==> src/include/pfs_pkg.sv <==
// package of constants for the port-0 pin function select block
package pfs_pkg;
	// ============================================================
	// register map (printed offsets are not word aligned: index * 4)
	localparam logic [15:0] PFS_PIN1_IDX  = 16'hA051;
	localparam logic [15:0] PFS_PIN2_IDX  = 16'hA052;
	localparam logic [15:0] PFS_PIN3_IDX  = 16'hA053;
	localparam logic [15:0] PFS_PAD_IDX   = 16'hA060;
	localparam int          PFS_ADDR_W    = 18;
	localparam logic [7:0]  PFS_RESET_VAL = 8'h00;
	// ============================================================
	// field positions of a function select register
	localparam int PFS_B_TOUCH = 7;
	localparam int PFS_B_HI    = 6;
	localparam int PFS_B_MID   = 5;
	localparam int PFS_B_CAP   = 4;
	localparam int PFS_B_SPI   = 3;
	localparam int PFS_B_IRQB  = 2;
	localparam int PFS_B_IRQA  = 1;
	localparam int PFS_B_GPIO  = 0;
	// ============================================================
	// pad config register: analog_connect of pins 1 and 3
	localparam int PFS_B_AN1 = 0;
	localparam int PFS_B_AN3 = 1;
	localparam logic [1:0] PFS_PAD_MASK = 2'h3;
	// ============================================================
	// pin-3 output driver owner, in priority order
	typedef enum logic [2:0]
	{
		PFS_OWN_NONE,
		PFS_OWN_LIN_TX,
		PFS_OWN_STD_TX,
		PFS_OWN_CAP,
		PFS_OWN_GPIO
	} pfs_owner_t;
endpackage

==> src/design/pfs_sync2.sv <==
// two flip-flop synchroniser for pad input levels
`timescale 1ns/1ps
module pfs_sync2 #(
	parameter int WIDTH = 3
)
(
	input  wire logic             clk_in, // system clock
	input  wire logic             rst_in, // sync reset, high
	input  wire logic [WIDTH-1:0] d_in,   // async level
	output logic      [WIDTH-1:0] q_out   // synchronised level
);
	typedef struct packed
	{
		logic [WIDTH-1:0] s1;
		logic [WIDTH-1:0] s2;
	} pfs_sync_t;
	pfs_sync_t st_reg;
	pfs_sync_t st_next;

	always_comb
	begin
		st_next.s1 = d_in;
		st_next.s2 = st_reg.s1;
	end

	always_ff @(posedge clk_in)
	begin
		if (rst_in)
			st_reg <= '0;
		else
			st_reg <= st_next;
	end

	assign q_out = st_reg.s2;
endmodule

==> src/design/pfs_pin_cfg.sv <==
// one function select register with bus write and synchronous reset to PFS_RESET_VAL
`timescale 1ns/1ps
module pfs_pin_cfg
	import pfs_pkg::*;
(
	input  wire logic       clk_in,   // system clock
	input  wire logic       rst_in,   // sync reset, high
	input  wire logic       wr_in,    // write strobe, one cycle
	input  wire logic [7:0] wdata_in, // write data
	output logic      [7:0] cfg_out   // stored value
);
	typedef struct packed
	{
		logic [7:0] cfg;
	} pfs_cfg_t;
	pfs_cfg_t st_reg;
	pfs_cfg_t st_next;

	always_comb
	begin
		st_next = st_reg;
		if (wr_in)
			st_next.cfg = wdata_in;
	end

	always_ff @(posedge clk_in)
	begin
		if (rst_in)
			st_reg.cfg <= PFS_RESET_VAL;
		else
			st_reg <= st_next;
	end

	assign cfg_out = st_reg.cfg;

	// ============================================================
	// checks
	write_stored_a: assert property (@(posedge clk_in)
		disable iff (rst_in) wr_in |=> cfg_out == $past(wdata_in))
		else $error("config write not stored");
	hold_value_a: assert property (@(posedge clk_in)
		disable iff (rst_in) !wr_in |=> $stable(cfg_out))
		else $error("config changed without write");
	reset_zero_a: assert property (@(posedge clk_in)
		rst_in |=> cfg_out == PFS_RESET_VAL)
		else $error("config not cleared by reset");
endmodule

==> src/design/pfs_top.sv <==
// function select mux for port-0 pins 1 to 3 with Avalon-MM registers
// ============================================================
// How it works
// - three 8-bit registers, reset zero
// - pins 1,3 bit 7 touch, needs analog
// - pin 3 bit 7 touch channel 3
// - pin 1 bit 6 i2c master clock
// - pin 1 bit 5 i2c slave b clock
// - pin 1 bit 4 capcomp channel 1
// - pin 1 bit 3 spi clock
// - bit 2 feeds pin interrupt b
// - bit 1 feeds pin interrupt a
// - interrupts OR all selected pins
// - bit 0 plain io, default off
// - pin 2 bit 6 lin uart rx
// - pin 2 bit 5 std uart rx
// - pin 2 bit 4 capcomp channel 2
// - pin 2 bit 3 spi mosi
// - pin 3 bit 6 lin uart tx
// - pin 3 bit 5 std uart tx
// - pin 3 bit 4 capcomp channel 3
// - pin 3 bit 3 spi slave select
// - analog_connect links pin to analog
`timescale 1ns/1ps
module pfs_top
	import pfs_pkg::*;
(
	input  wire logic                  clk_in,            // 200 MHz clock
	input  wire logic                  rst_in,            // sync reset
	// avalon-mm slave
	input  wire logic [pfs_pkg::PFS_ADDR_W-1:0] address_in, // byte address
	input  wire logic                  read_in,           // read request
	input  wire logic                  write_in,          // write request
	input  wire logic [31:0]           writedata_in,      // write data
	input  wire logic [3:0]            byteenable_in,     // byte lanes
	output logic      [31:0]           readdata_out,      // read data
	output logic                       waitrequest_out,   // stall
	output logic      [1:0]            response_out,      // 00 ok 10 err
	// pad side
	input  wire logic [2:0]            pad_in,            // pins 3..1
	output logic      [2:0]            pad_out,           // drive level
	output logic      [2:0]            pad_oe_out,        // drive enable
	output logic      [2:0]            analog_connect_out, // pad to analog
	// peripheral side
	input  wire logic                  i2c_master_scl_in,  // 0 pulls low
	input  wire logic                  i2c_slave_b_scl_in, // 0 pulls low
	output logic                       i2c_master_scl_out, // pin level
	output logic                       i2c_slave_b_scl_out, // pin level
	input  wire logic [2:0]            capcomp_o_in,       // ch 3..1 out
	input  wire logic [2:0]            capcomp_oe_in,      // ch 3..1 oe
	output logic      [2:0]            capcomp_i_out,      // ch 3..1 in
	input  wire logic                  spi_clk_o_in,       // master sck
	input  wire logic                  spi_clk_oe_in,      // master mode
	output logic                       spi_clk_out,        // sck in
	input  wire logic                  spi_mosi_o_in,      // master mosi
	input  wire logic                  spi_mosi_oe_in,     // master mode
	output logic                       spi_mosi_out,       // mosi in
	output logic                       spi_ss_out,         // slave select
	output logic                       lin_uart_rx_out,    // lin rx
	output logic                       std_uart_rx_out,    // std rx
	input  wire logic                  lin_uart_tx_in,     // lin tx
	input  wire logic                  std_uart_tx_in,     // std tx
	input  wire logic [2:0]            gpio_o_in,          // gpio drive
	input  wire logic [2:0]            gpio_oe_in,         // gpio oe
	output logic      [2:0]            gpio_i_out,         // gpio level
	output logic      [2:0]            touch_en_out,       // touch ch 3..1
	output logic                       pin_irq_a_out,      // irq a level
	output logic                       pin_irq_b_out       // irq b level
);
	// ============================================================
	// state
	typedef struct packed
	{
		logic [31:0] rdata;
		logic        ack;
		logic [1:0]  resp;
		logic [1:0]  pad_cfg;
		logic [2:0]  pad_o;
		logic [2:0]  pad_oe;
		logic [2:0]  an;
		logic        m_scl;
		logic        s_scl;
		logic [2:0]  cap_i;
		logic        sck;
		logic        mosi;
		logic        ss;
		logic        lin_rx;
		logic        std_rx;
		logic [2:0]  gpio_i;
		logic [2:0]  touch;
		logic        irq_a;
		logic        irq_b;
	} pfs_state_t;
	pfs_state_t st_reg;
	pfs_state_t st_next;

	logic [7:0]  cfg1;
	logic [7:0]  cfg2;
	logic [7:0]  cfg3;
	logic [2:0]  pin_lvl;
	logic [15:0] idx;
	logic        aligned;
	logic        req;
	logic        wr_ok;
	logic [2:0]  cfg_wr;
	pfs_owner_t  owner3;

	// ============================================================
	// bus decode: one wait cycle, answer on the second
	assign idx     = address_in[PFS_ADDR_W-1:2];
	assign aligned = address_in[1:0] == 2'h0;
	assign req     = (read_in | write_in) & !st_reg.ack;
	assign wr_ok   = req & write_in & aligned & byteenable_in[0];
	assign cfg_wr[0] = wr_ok & (idx == PFS_PIN1_IDX);
	assign cfg_wr[1] = wr_ok & (idx == PFS_PIN2_IDX);
	assign cfg_wr[2] = wr_ok & (idx == PFS_PIN3_IDX);

	pfs_pin_cfg u_cfg1
	(
		.clk_in   (clk_in),
		.rst_in   (rst_in),
		.wr_in    (cfg_wr[0]),
		.wdata_in (writedata_in[7:0]),
		.cfg_out  (cfg1)
	);
	pfs_pin_cfg u_cfg2
	(
		.clk_in   (clk_in),
		.rst_in   (rst_in),
		.wr_in    (cfg_wr[1]),
		.wdata_in (writedata_in[7:0]),
		.cfg_out  (cfg2)
	);
	pfs_pin_cfg u_cfg3
	(
		.clk_in   (clk_in),
		.rst_in   (rst_in),
		.wr_in    (cfg_wr[2]),
		.wdata_in (writedata_in[7:0]),
		.cfg_out  (cfg3)
	);

	pfs_sync2 #(.WIDTH(3)) u_sync
	(
		.clk_in (clk_in),
		.rst_in (rst_in),
		.d_in   (pad_in),
		.q_out  (pin_lvl)
	);

	// pin 3 driver: uart tx first, then capcomp, then gpio
	always_comb
	begin
		owner3 = PFS_OWN_NONE;
		if (cfg3[PFS_B_HI])
			owner3 = PFS_OWN_LIN_TX;
		else if (cfg3[PFS_B_MID])
			owner3 = PFS_OWN_STD_TX;
		else if (cfg3[PFS_B_CAP] & capcomp_oe_in[2])
			owner3 = PFS_OWN_CAP;
		else if (cfg3[PFS_B_GPIO] & gpio_oe_in[2])
			owner3 = PFS_OWN_GPIO;
	end

	always_comb
	begin
		st_next = st_reg;
		// ------------------------------------------------ bus
		st_next.ack = req;
		if (req)
		begin
			st_next.rdata = 32'h0000_0000;
			st_next.resp  = 2'h0;
			if (!aligned)
				st_next.resp = 2'h2;
			else if (idx == PFS_PIN1_IDX)
				st_next.rdata[7:0] = cfg1;
			else if (idx == PFS_PIN2_IDX)
				st_next.rdata[7:0] = cfg2;
			else if (idx == PFS_PIN3_IDX)
				st_next.rdata[7:0] = cfg3;
			else if (idx == PFS_PAD_IDX)
			begin
				st_next.rdata[1:0] = st_reg.pad_cfg;
				if (write_in & byteenable_in[0])
					st_next.pad_cfg = writedata_in[1:0] & PFS_PAD_MASK;
			end
			else
				st_next.resp = 2'h2;
		end
		else
			st_next.rdata = 32'h0000_0000;
		// ------------------------------------------------ analog
		st_next.an = {st_reg.pad_cfg[PFS_B_AN3], 1'b0,
			st_reg.pad_cfg[PFS_B_AN1]};
		// touch on pins 1 and 3 needs both its select and analog_connect; pin 2 needs only its select
		st_next.touch[0] = cfg1[PFS_B_TOUCH] & st_reg.pad_cfg[PFS_B_AN1];
		st_next.touch[1] = cfg2[PFS_B_TOUCH];
		st_next.touch[2] = cfg3[PFS_B_TOUCH] & st_reg.pad_cfg[PFS_B_AN3];
		// ------------------------------------------------ pin 1
		// open drain scl: i2c owners win, then capcomp, spi, gpio
		st_next.pad_o[0]  = 1'b0;
		st_next.pad_oe[0] = 1'b0;
		if (cfg1[PFS_B_HI] | cfg1[PFS_B_MID])
			st_next.pad_oe[0] = (cfg1[PFS_B_HI] & !i2c_master_scl_in) |
				(cfg1[PFS_B_MID] & !i2c_slave_b_scl_in);
		else if (cfg1[PFS_B_CAP])
		begin
			st_next.pad_o[0]  = capcomp_o_in[0];
			st_next.pad_oe[0] = capcomp_oe_in[0];
		end
		else if (cfg1[PFS_B_SPI])
		begin
			st_next.pad_o[0]  = spi_clk_o_in;
			st_next.pad_oe[0] = spi_clk_oe_in;
		end
		else if (cfg1[PFS_B_GPIO])
		begin
			st_next.pad_o[0]  = gpio_o_in[0];
			st_next.pad_oe[0] = gpio_oe_in[0];
		end
		st_next.m_scl    = cfg1[PFS_B_HI] ? pin_lvl[0] : 1'b1;
		st_next.s_scl    = cfg1[PFS_B_MID] ? pin_lvl[0] : 1'b1;
		st_next.cap_i[0] = cfg1[PFS_B_CAP] & pin_lvl[0];
		st_next.sck      = cfg1[PFS_B_SPI] & pin_lvl[0];
		// ------------------------------------------------ pin 2
		st_next.pad_o[1]  = 1'b0;
		st_next.pad_oe[1] = 1'b0;
		if (cfg2[PFS_B_CAP])
		begin
			st_next.pad_o[1]  = capcomp_o_in[1];
			st_next.pad_oe[1] = capcomp_oe_in[1];
		end
		else if (cfg2[PFS_B_SPI])
		begin
			st_next.pad_o[1]  = spi_mosi_o_in;
			st_next.pad_oe[1] = spi_mosi_oe_in;
		end
		else if (cfg2[PFS_B_GPIO])
		begin
			st_next.pad_o[1]  = gpio_o_in[1];
			st_next.pad_oe[1] = gpio_oe_in[1];
		end
		// idle uart lines rest high so no false start bit is seen
		st_next.lin_rx   = cfg2[PFS_B_HI] ? pin_lvl[1] : 1'b1;
		st_next.std_rx   = cfg2[PFS_B_MID] ? pin_lvl[1] : 1'b1;
		st_next.cap_i[1] = cfg2[PFS_B_CAP] & pin_lvl[1];
		st_next.mosi     = cfg2[PFS_B_SPI] & pin_lvl[1];
		// ------------------------------------------------ pin 3
		st_next.pad_o[2]  = 1'b0;
		st_next.pad_oe[2] = 1'b0;
		unique case (owner3)
			PFS_OWN_LIN_TX:
			begin
				st_next.pad_o[2]  = lin_uart_tx_in;
				st_next.pad_oe[2] = 1'b1;
			end
			PFS_OWN_STD_TX:
			begin
				st_next.pad_o[2]  = std_uart_tx_in;
				st_next.pad_oe[2] = 1'b1;
			end
			PFS_OWN_CAP:
			begin
				st_next.pad_o[2]  = capcomp_o_in[2];
				st_next.pad_oe[2] = 1'b1;
			end
			PFS_OWN_GPIO:
			begin
				st_next.pad_o[2]  = gpio_o_in[2];
				st_next.pad_oe[2] = 1'b1;
			end
			default:
			begin
				st_next.pad_o[2]  = 1'b0;
				st_next.pad_oe[2] = 1'b0;
			end
		endcase
		st_next.cap_i[2] = cfg3[PFS_B_CAP] & pin_lvl[2];
		// slave select is active low: deselected reads high
		st_next.ss = cfg3[PFS_B_SPI] ? pin_lvl[2] : 1'b1;
		// ------------------------------------------------ common
		st_next.gpio_i = {cfg3[PFS_B_GPIO], cfg2[PFS_B_GPIO],
			cfg1[PFS_B_GPIO]} & pin_lvl;
		st_next.irq_a = |({cfg3[PFS_B_IRQA], cfg2[PFS_B_IRQA],
			cfg1[PFS_B_IRQA]} & pin_lvl);
		st_next.irq_b = |({cfg3[PFS_B_IRQB], cfg2[PFS_B_IRQB],
			cfg1[PFS_B_IRQB]} & pin_lvl);
	end

	always_ff @(posedge clk_in)
	begin
		if (rst_in)
		begin
			st_reg        <= '0;
			st_reg.m_scl  <= 1'b1;
			st_reg.s_scl  <= 1'b1;
			st_reg.lin_rx <= 1'b1;
			st_reg.std_rx <= 1'b1;
			st_reg.ss     <= 1'b1;
		end
		else
			st_reg <= st_next;
	end

	// ============================================================
	// outputs, all from flip-flops
	assign readdata_out        = st_reg.rdata;
	assign waitrequest_out     = !st_reg.ack;
	assign response_out        = st_reg.resp;
	assign pad_out             = st_reg.pad_o;
	assign pad_oe_out          = st_reg.pad_oe;
	assign analog_connect_out  = st_reg.an;
	assign i2c_master_scl_out  = st_reg.m_scl;
	assign i2c_slave_b_scl_out = st_reg.s_scl;
	assign capcomp_i_out       = st_reg.cap_i;
	assign spi_clk_out         = st_reg.sck;
	assign spi_mosi_out        = st_reg.mosi;
	assign spi_ss_out          = st_reg.ss;
	assign lin_uart_rx_out     = st_reg.lin_rx;
	assign std_uart_rx_out     = st_reg.std_rx;
	assign gpio_i_out          = st_reg.gpio_i;
	assign touch_en_out        = st_reg.touch;
	assign pin_irq_a_out       = st_reg.irq_a;
	assign pin_irq_b_out       = st_reg.irq_b;

	// ============================================================
	// checks
	touch3_gate_a: assert property (@(posedge clk_in)
		disable iff (rst_in) touch_en_out[2] ==
		$past(cfg3[PFS_B_TOUCH] & st_reg.pad_cfg[PFS_B_AN3]))
		else $error("touch 3 not gated by analog connect");
	touch1_gate_a: assert property (@(posedge clk_in)
		disable iff (rst_in) touch_en_out[0] ==
		$past(cfg1[PFS_B_TOUCH] & st_reg.pad_cfg[PFS_B_AN1]))
		else $error("touch 1 not gated by analog connect");
	irq_a_or_a: assert property (@(posedge clk_in)
		disable iff (rst_in) pin_irq_a_out ==
		$past(|({cfg3[1], cfg2[1], cfg1[1]} & pin_lvl)))
		else $error("interrupt a does not match selected pins");
	irq_b_or_a: assert property (@(posedge clk_in)
		disable iff (rst_in) pin_irq_b_out ==
		$past(|({cfg3[2], cfg2[2], cfg1[2]} & pin_lvl)))
		else $error("interrupt b does not match selected pins");
	irq_both_a: assert property (@(posedge clk_in)
		disable iff (rst_in) $past(cfg2[1] & cfg2[2] & pin_lvl[1])
		|-> pin_irq_a_out && pin_irq_b_out)
		else $error("one pin failed to feed both interrupts");
	lin_tx_prio_a: assert property (@(posedge clk_in)
		disable iff (rst_in) $past(cfg3[6]) |-> pad_oe_out[2] &&
		pad_out[2] == $past(lin_uart_tx_in))
		else $error("lin tx not driving pin 3");
	std_tx_drive_a: assert property (@(posedge clk_in)
		disable iff (rst_in) $past(cfg3[5] & !cfg3[6]) |->
		pad_oe_out[2] && pad_out[2] == $past(std_uart_tx_in))
		else $error("std tx not driving pin 3");
	scl_open_drain_a: assert property (@(posedge clk_in)
		disable iff (rst_in) $past(cfg1[6] | cfg1[5]) |->
		pad_out[0] == 1'b0)
		else $error("scl pin driven high");
	lin_rx_route_a: assert property (@(posedge clk_in)
		disable iff (rst_in) $past(cfg2[6]) |->
		lin_uart_rx_out == $past(pin_lvl[1]))
		else $error("lin rx not routed from pin 2");
	bus_answer_a: assert property (@(posedge clk_in)
		disable iff (rst_in) (read_in | write_in) && waitrequest_out
		|=> !waitrequest_out)
		else $error("bus answer not after one wait cycle");
endmodule

==> config.mk <==
export PLATFORM = sky130hd
export DESIGN_NAME = pfs_top
export DESIGN_NICKNAME = d
export VERILOG_FILES = /design/src/include/pfs_pkg.sv /design/src/design/pfs_sync2.sv /design/src/design/pfs_pin_cfg.sv /design/src/design/pfs_top.sv
export SDC_FILE = /design/constraint.sdc
export NUM_CORES = 1
export LEC_CHECK = 0
export BUFFER_PORTS_ARGS = -buffer_cell sky130_fd_sc_hd__buf_2
export CAP_MARGIN = 20
export CORE_MARGIN = 2
export CORE_UTILIZATION = 37
export DETAILED_ROUTE_END_ITERATION = 10
export PLACE_DENSITY = 0.75
export SKIP_CTS_REPAIR_TIMING = 1
export SLEW_MARGIN = 0
export SYNTH_ARGS = -nofsm -noshare
export SYNTH_HDL_FRONTEND = slang
export SYNTH_HIERARCHICAL = 1
export SYNTH_SLANG_ARGS = --single-unit
==> constraint.sdc <==
create_clock -name clk_in -period 3.1 [get_ports clk_in]
set_clock_uncertainty 0.05 [all_clocks]
set_input_delay 0.62 -clock clk_in [delete_from_list [all_inputs] [get_ports clk_in]]
set_output_delay 0.62 -clock clk_in [all_outputs]
set_load 0.05 [all_outputs]
==> flow_summary_export.csv <==
group,metric,value,unit
place,dpl_cell_area,3230,µm²
critical_path,r2r_start,"st_reg[31]",
global_route,globalRouteTotalUtil,14.4,%
synthesis,synth_top_family_by_area,"simple AND/OR/NAND/NOR gates",
pwr,p_per_area,522,nW/µm²
place,place.port_buffers,89,
clock_network,htree_levels,3,
critical_path,setup_slack_of_the_worst_register_to_register_path,1.10,ns
pwr,max-vdd-ir-drop,0.241,mV
sta,period_needed,2.07,ns
clock_network,number_of_buffers_created_by_cts,9,
critical_path,critical_path.max_fanout,8,
synthesis,synth_compound_gate_area_share,8.77,%
worst_hold_path,hold-path-cell-count,1,
critical_path,crit_path_end_kind,"flop",
layout,fin_area,3440,µm²
floorplan,die_height,93.8,µm
floorplan,row_count,32,
global_route,global_route.usage.met1,17.8,%
floorplan,floorplan.initialDensity,38.4,%
synthesis,cell_count_after_synthesis,302,
sta,report.final.slew_viol_count,0,
floorplan,io_pins,143,
global_route,number_of_global_route_vias_before_repair,2104,
synthesis,synth-seq-area-share,45.7,%
pwr,power.switching,0.000490,W
pwr,power_leakage,1.46,nW
floorplan,core,7770,µm²
detailed_routing,route.final.wire_length,6080,µm
pwr,sequentialPowerShare,49.2,%
synthesis,synth.mux.area_fraction,10.1,%
synthesis,dominantRegCellSynth,"sky130_fd_sc_hd__dfxtp_1",
sta,fin_setup_tns,0,ns
critical_path,first_element_of_the_critical_path,"address_in[11]",
sta,max_slew_margin,55.0,%
critical_path,reg2reg_to,"u_cfg2/cfg_out[3]",
global_route,gr-usage-met2,22.0,%
worst_hold_path,hold_class,"flop to flop",
clock_network,cts.root.buffer_cell,"sky130_fd_sc_hd__clkbuf_8",
detailed_routing,routed_via_density,4.58,
synthesis,synth-seq-cells,68,
global_route,global_route.usage.met3,3.93,%
synthesis,synth-warning-count,6,
detailed_routing,drt-wirelength-per-cell,12.8,µm
critical_path,worst-endpoint-required,3.27,ns
clock_network,tritoncts_num_sinks,68,
place,dp_hpwl,4550,µm
layout,inserted_diodes,0,
synthesis,synth_fa_ha_area_share,0,%
layout,finalNetCount,451,
synthesis,post_synth_edffs,0,
global_route,grt_antenna_before_repair,0,
layout,post_route_non_filler_standard_cell_count,477,
pwr,share_comb_of_total_power,9.0,%
pwr,clock_power_share,41.8,%
global_route,grt_pass1_wl,9650,µm
place,gp_congestion,0.846,
floorplan,die_area,8790,µm²
sta,worst_slew_pin_slew,0.669,ns
clock_network,worst_skew_pair.late_latency,0.35,ns
detailed_routing,total_number_of_vias,2187,
synthesis,yosysUniqueCellTypes,45,
detailed_routing,first_pass_iters,4,
clock_network,cts_tree,"built",
sta,max_clock_freq,483,MHz
synthesis,netlist_area,2980,µm²
status,run_status,"finished clean",
synthesis,synth_simple_gate_area_share,19.6,%
layout,area.growth.synth_to_final,15.3,%
floorplan,die-width,93.8,µm
detailed_routing,dr.first_iter.drc_count,104,
synthesis,postSynth.asyncResetShare,0,%
synthesis,syn_avg_cell_area,9.87,µm²
sta,finalHoldViolCount,0,
critical_path,worstRegToRegCells,6,
detailed_routing,route.antenna.remaining_nets,0,
layout,drive_gt1_share,32.0,%
clock_network,worst_setup_hold_path_clk_slew,0.07,ns
critical_path,worstPathArrival,2.24,ns
detailed_routing,drcViolationCount,0,
critical_path,setup.worst_path.start_class,"input pin",
synthesis,synthesized_area_fraction_occupied_by_xor_and_xnor_cells,0,%
layout,layout_common_cells,"sky130_fd_sc_hd__buf_2 (89), sky130_fd_sc_hd__dfxtp_1 (68), sky130_fd_sc_hd__nor2_1 (32)",
clock_network,cts.path.max_buffers,2,
critical_path,critPathKind,"input pin to flop",
place,placedCellCount,461,
layout,layout.cells.most_common,"sky130_fd_sc_hd__buf_2",
sta,fin_crit_sh,66.8,%
job,max_cap_violations,0,
sta,setup_viol,0,
critical_path,critical_path_endpoint,"u_cfg2/cfg_out[3]",
global_route,grt_start_max_net_pins,40,
global_route,grt-ovfl-total,0,
pwr,netSwitchingFraction,27.3,%
global_route,most_congested_layer_reported_by_global_routing,"met2",
pwr,total_internal_power,0.00131,W
sta,rsz0062_at_grt,"no",
[layout make-up]
type                    instances  area [µm²]
clock inverters                 7        82.6
inverters                       3        11.3
repair buffers                 94         483
fillers                       766        4330
clock buffers                   9         124
multi-input cells             194        1250
well taps                     102         128
flip-flops and latches         68        1360
[critical path, cell delays in order]
cell and delay (ns):
sky130_fd_sc_hd__buf_2 0.11, sky130_fd_sc_hd__nor4_4 0.38, sky130_fd_sc_hd__and4_2 0.34, sky130_fd_sc_hd__nand2_1 0.09
sky130_fd_sc_hd__nor3b_2 0.18, sky130_fd_sc_hd__buf_4 0.22, sky130_fd_sc_hd__mux2i_1 0.24, sky130_fd_sc_hd__nor2_1 0.06
[logic make-up after synthesis]
kind of cell,Yosys count
compound gates,36
buf+inv,65
flops,68
simple gates,102
mux,30
other cells,1
[per-stage QoR]
step	hold WS (ns)	util, %	total power (W)	worst slack, ns
floorplan	0.320	-	0.00104	0.982
global route	0.362	44.3	0.00187	0.911
CTS	0.355	44.3	0.00182	1.03
detailed placement	0.335	41.6	0.00106	0.668
global placement	0.335	41.6	0.00106	0.743
finish	0.347	44.3	0.00180	1.03
[power by group through the flow]
stage / Sequential [W] / Combinational [W] / Clock (W)
final: 0.000883 / 0.000162 / 0.000751
after global routing: 0.000883 / 0.000172 / 0.000811
after CTS: 0.000882 / 0.000162 / 0.000771
after detailed placement: 0.000903 / 0.000162 / 0
after global placement: 0.000903 / 0.000160 / 0
after floorplan: 0.000901 / 0.000138 / 0
[synthesized netlist by cell type, drive strengths merged (3+ instances only)]
master / n / area share (%)
buf: 60 / 15
mux2i: 30 / 10
a21oi: 11 / 1.8
dfxtp: 68 / 46
nand2: 16 / 2.0
nor2b: 15 / 3.1
a221oi: 3 / 0.88
nand3: 3 / 0.67
o21ai: 3 / 0.50
nor4: 4 / 1.3
nor3: 3 / 0.50
and2: 8 / 1.7
inv: 3 / 0.38
o2bb2ai: 6 / 1.8
nor2: 32 / 4.0
[metal layers]
metal,up-vias,part of all wire (%)
li1,1093,-
met1,988,46
met2,92,44
met3,14,7.3
met4,0,2.9
met5,-,0
[worst min-delay path by stage]
| stage | from | to | slack [ns] |
|---|---|---|---|
| final | u_cfg2/cfg_out[6] | lin_uart_rx_out | 0.35 |
| after global routing | u_cfg2/cfg_out[6] | lin_uart_rx_out | 0.36 |
| after CTS | u_cfg2/cfg_out[6] | lin_uart_rx_out | 0.35 |
| after detailed placement | u_cfg2/cfg_out[6] | lin_uart_rx_out | 0.34 |
| after global placement | u_cfg3/cfg_out[3] | spi_ss_out | 0.33 |
| after floorplan | u_cfg2/cfg_out[6] | lin_uart_rx_out | 0.32 |
Note: power is estimated with default switching activity, not from simulation.
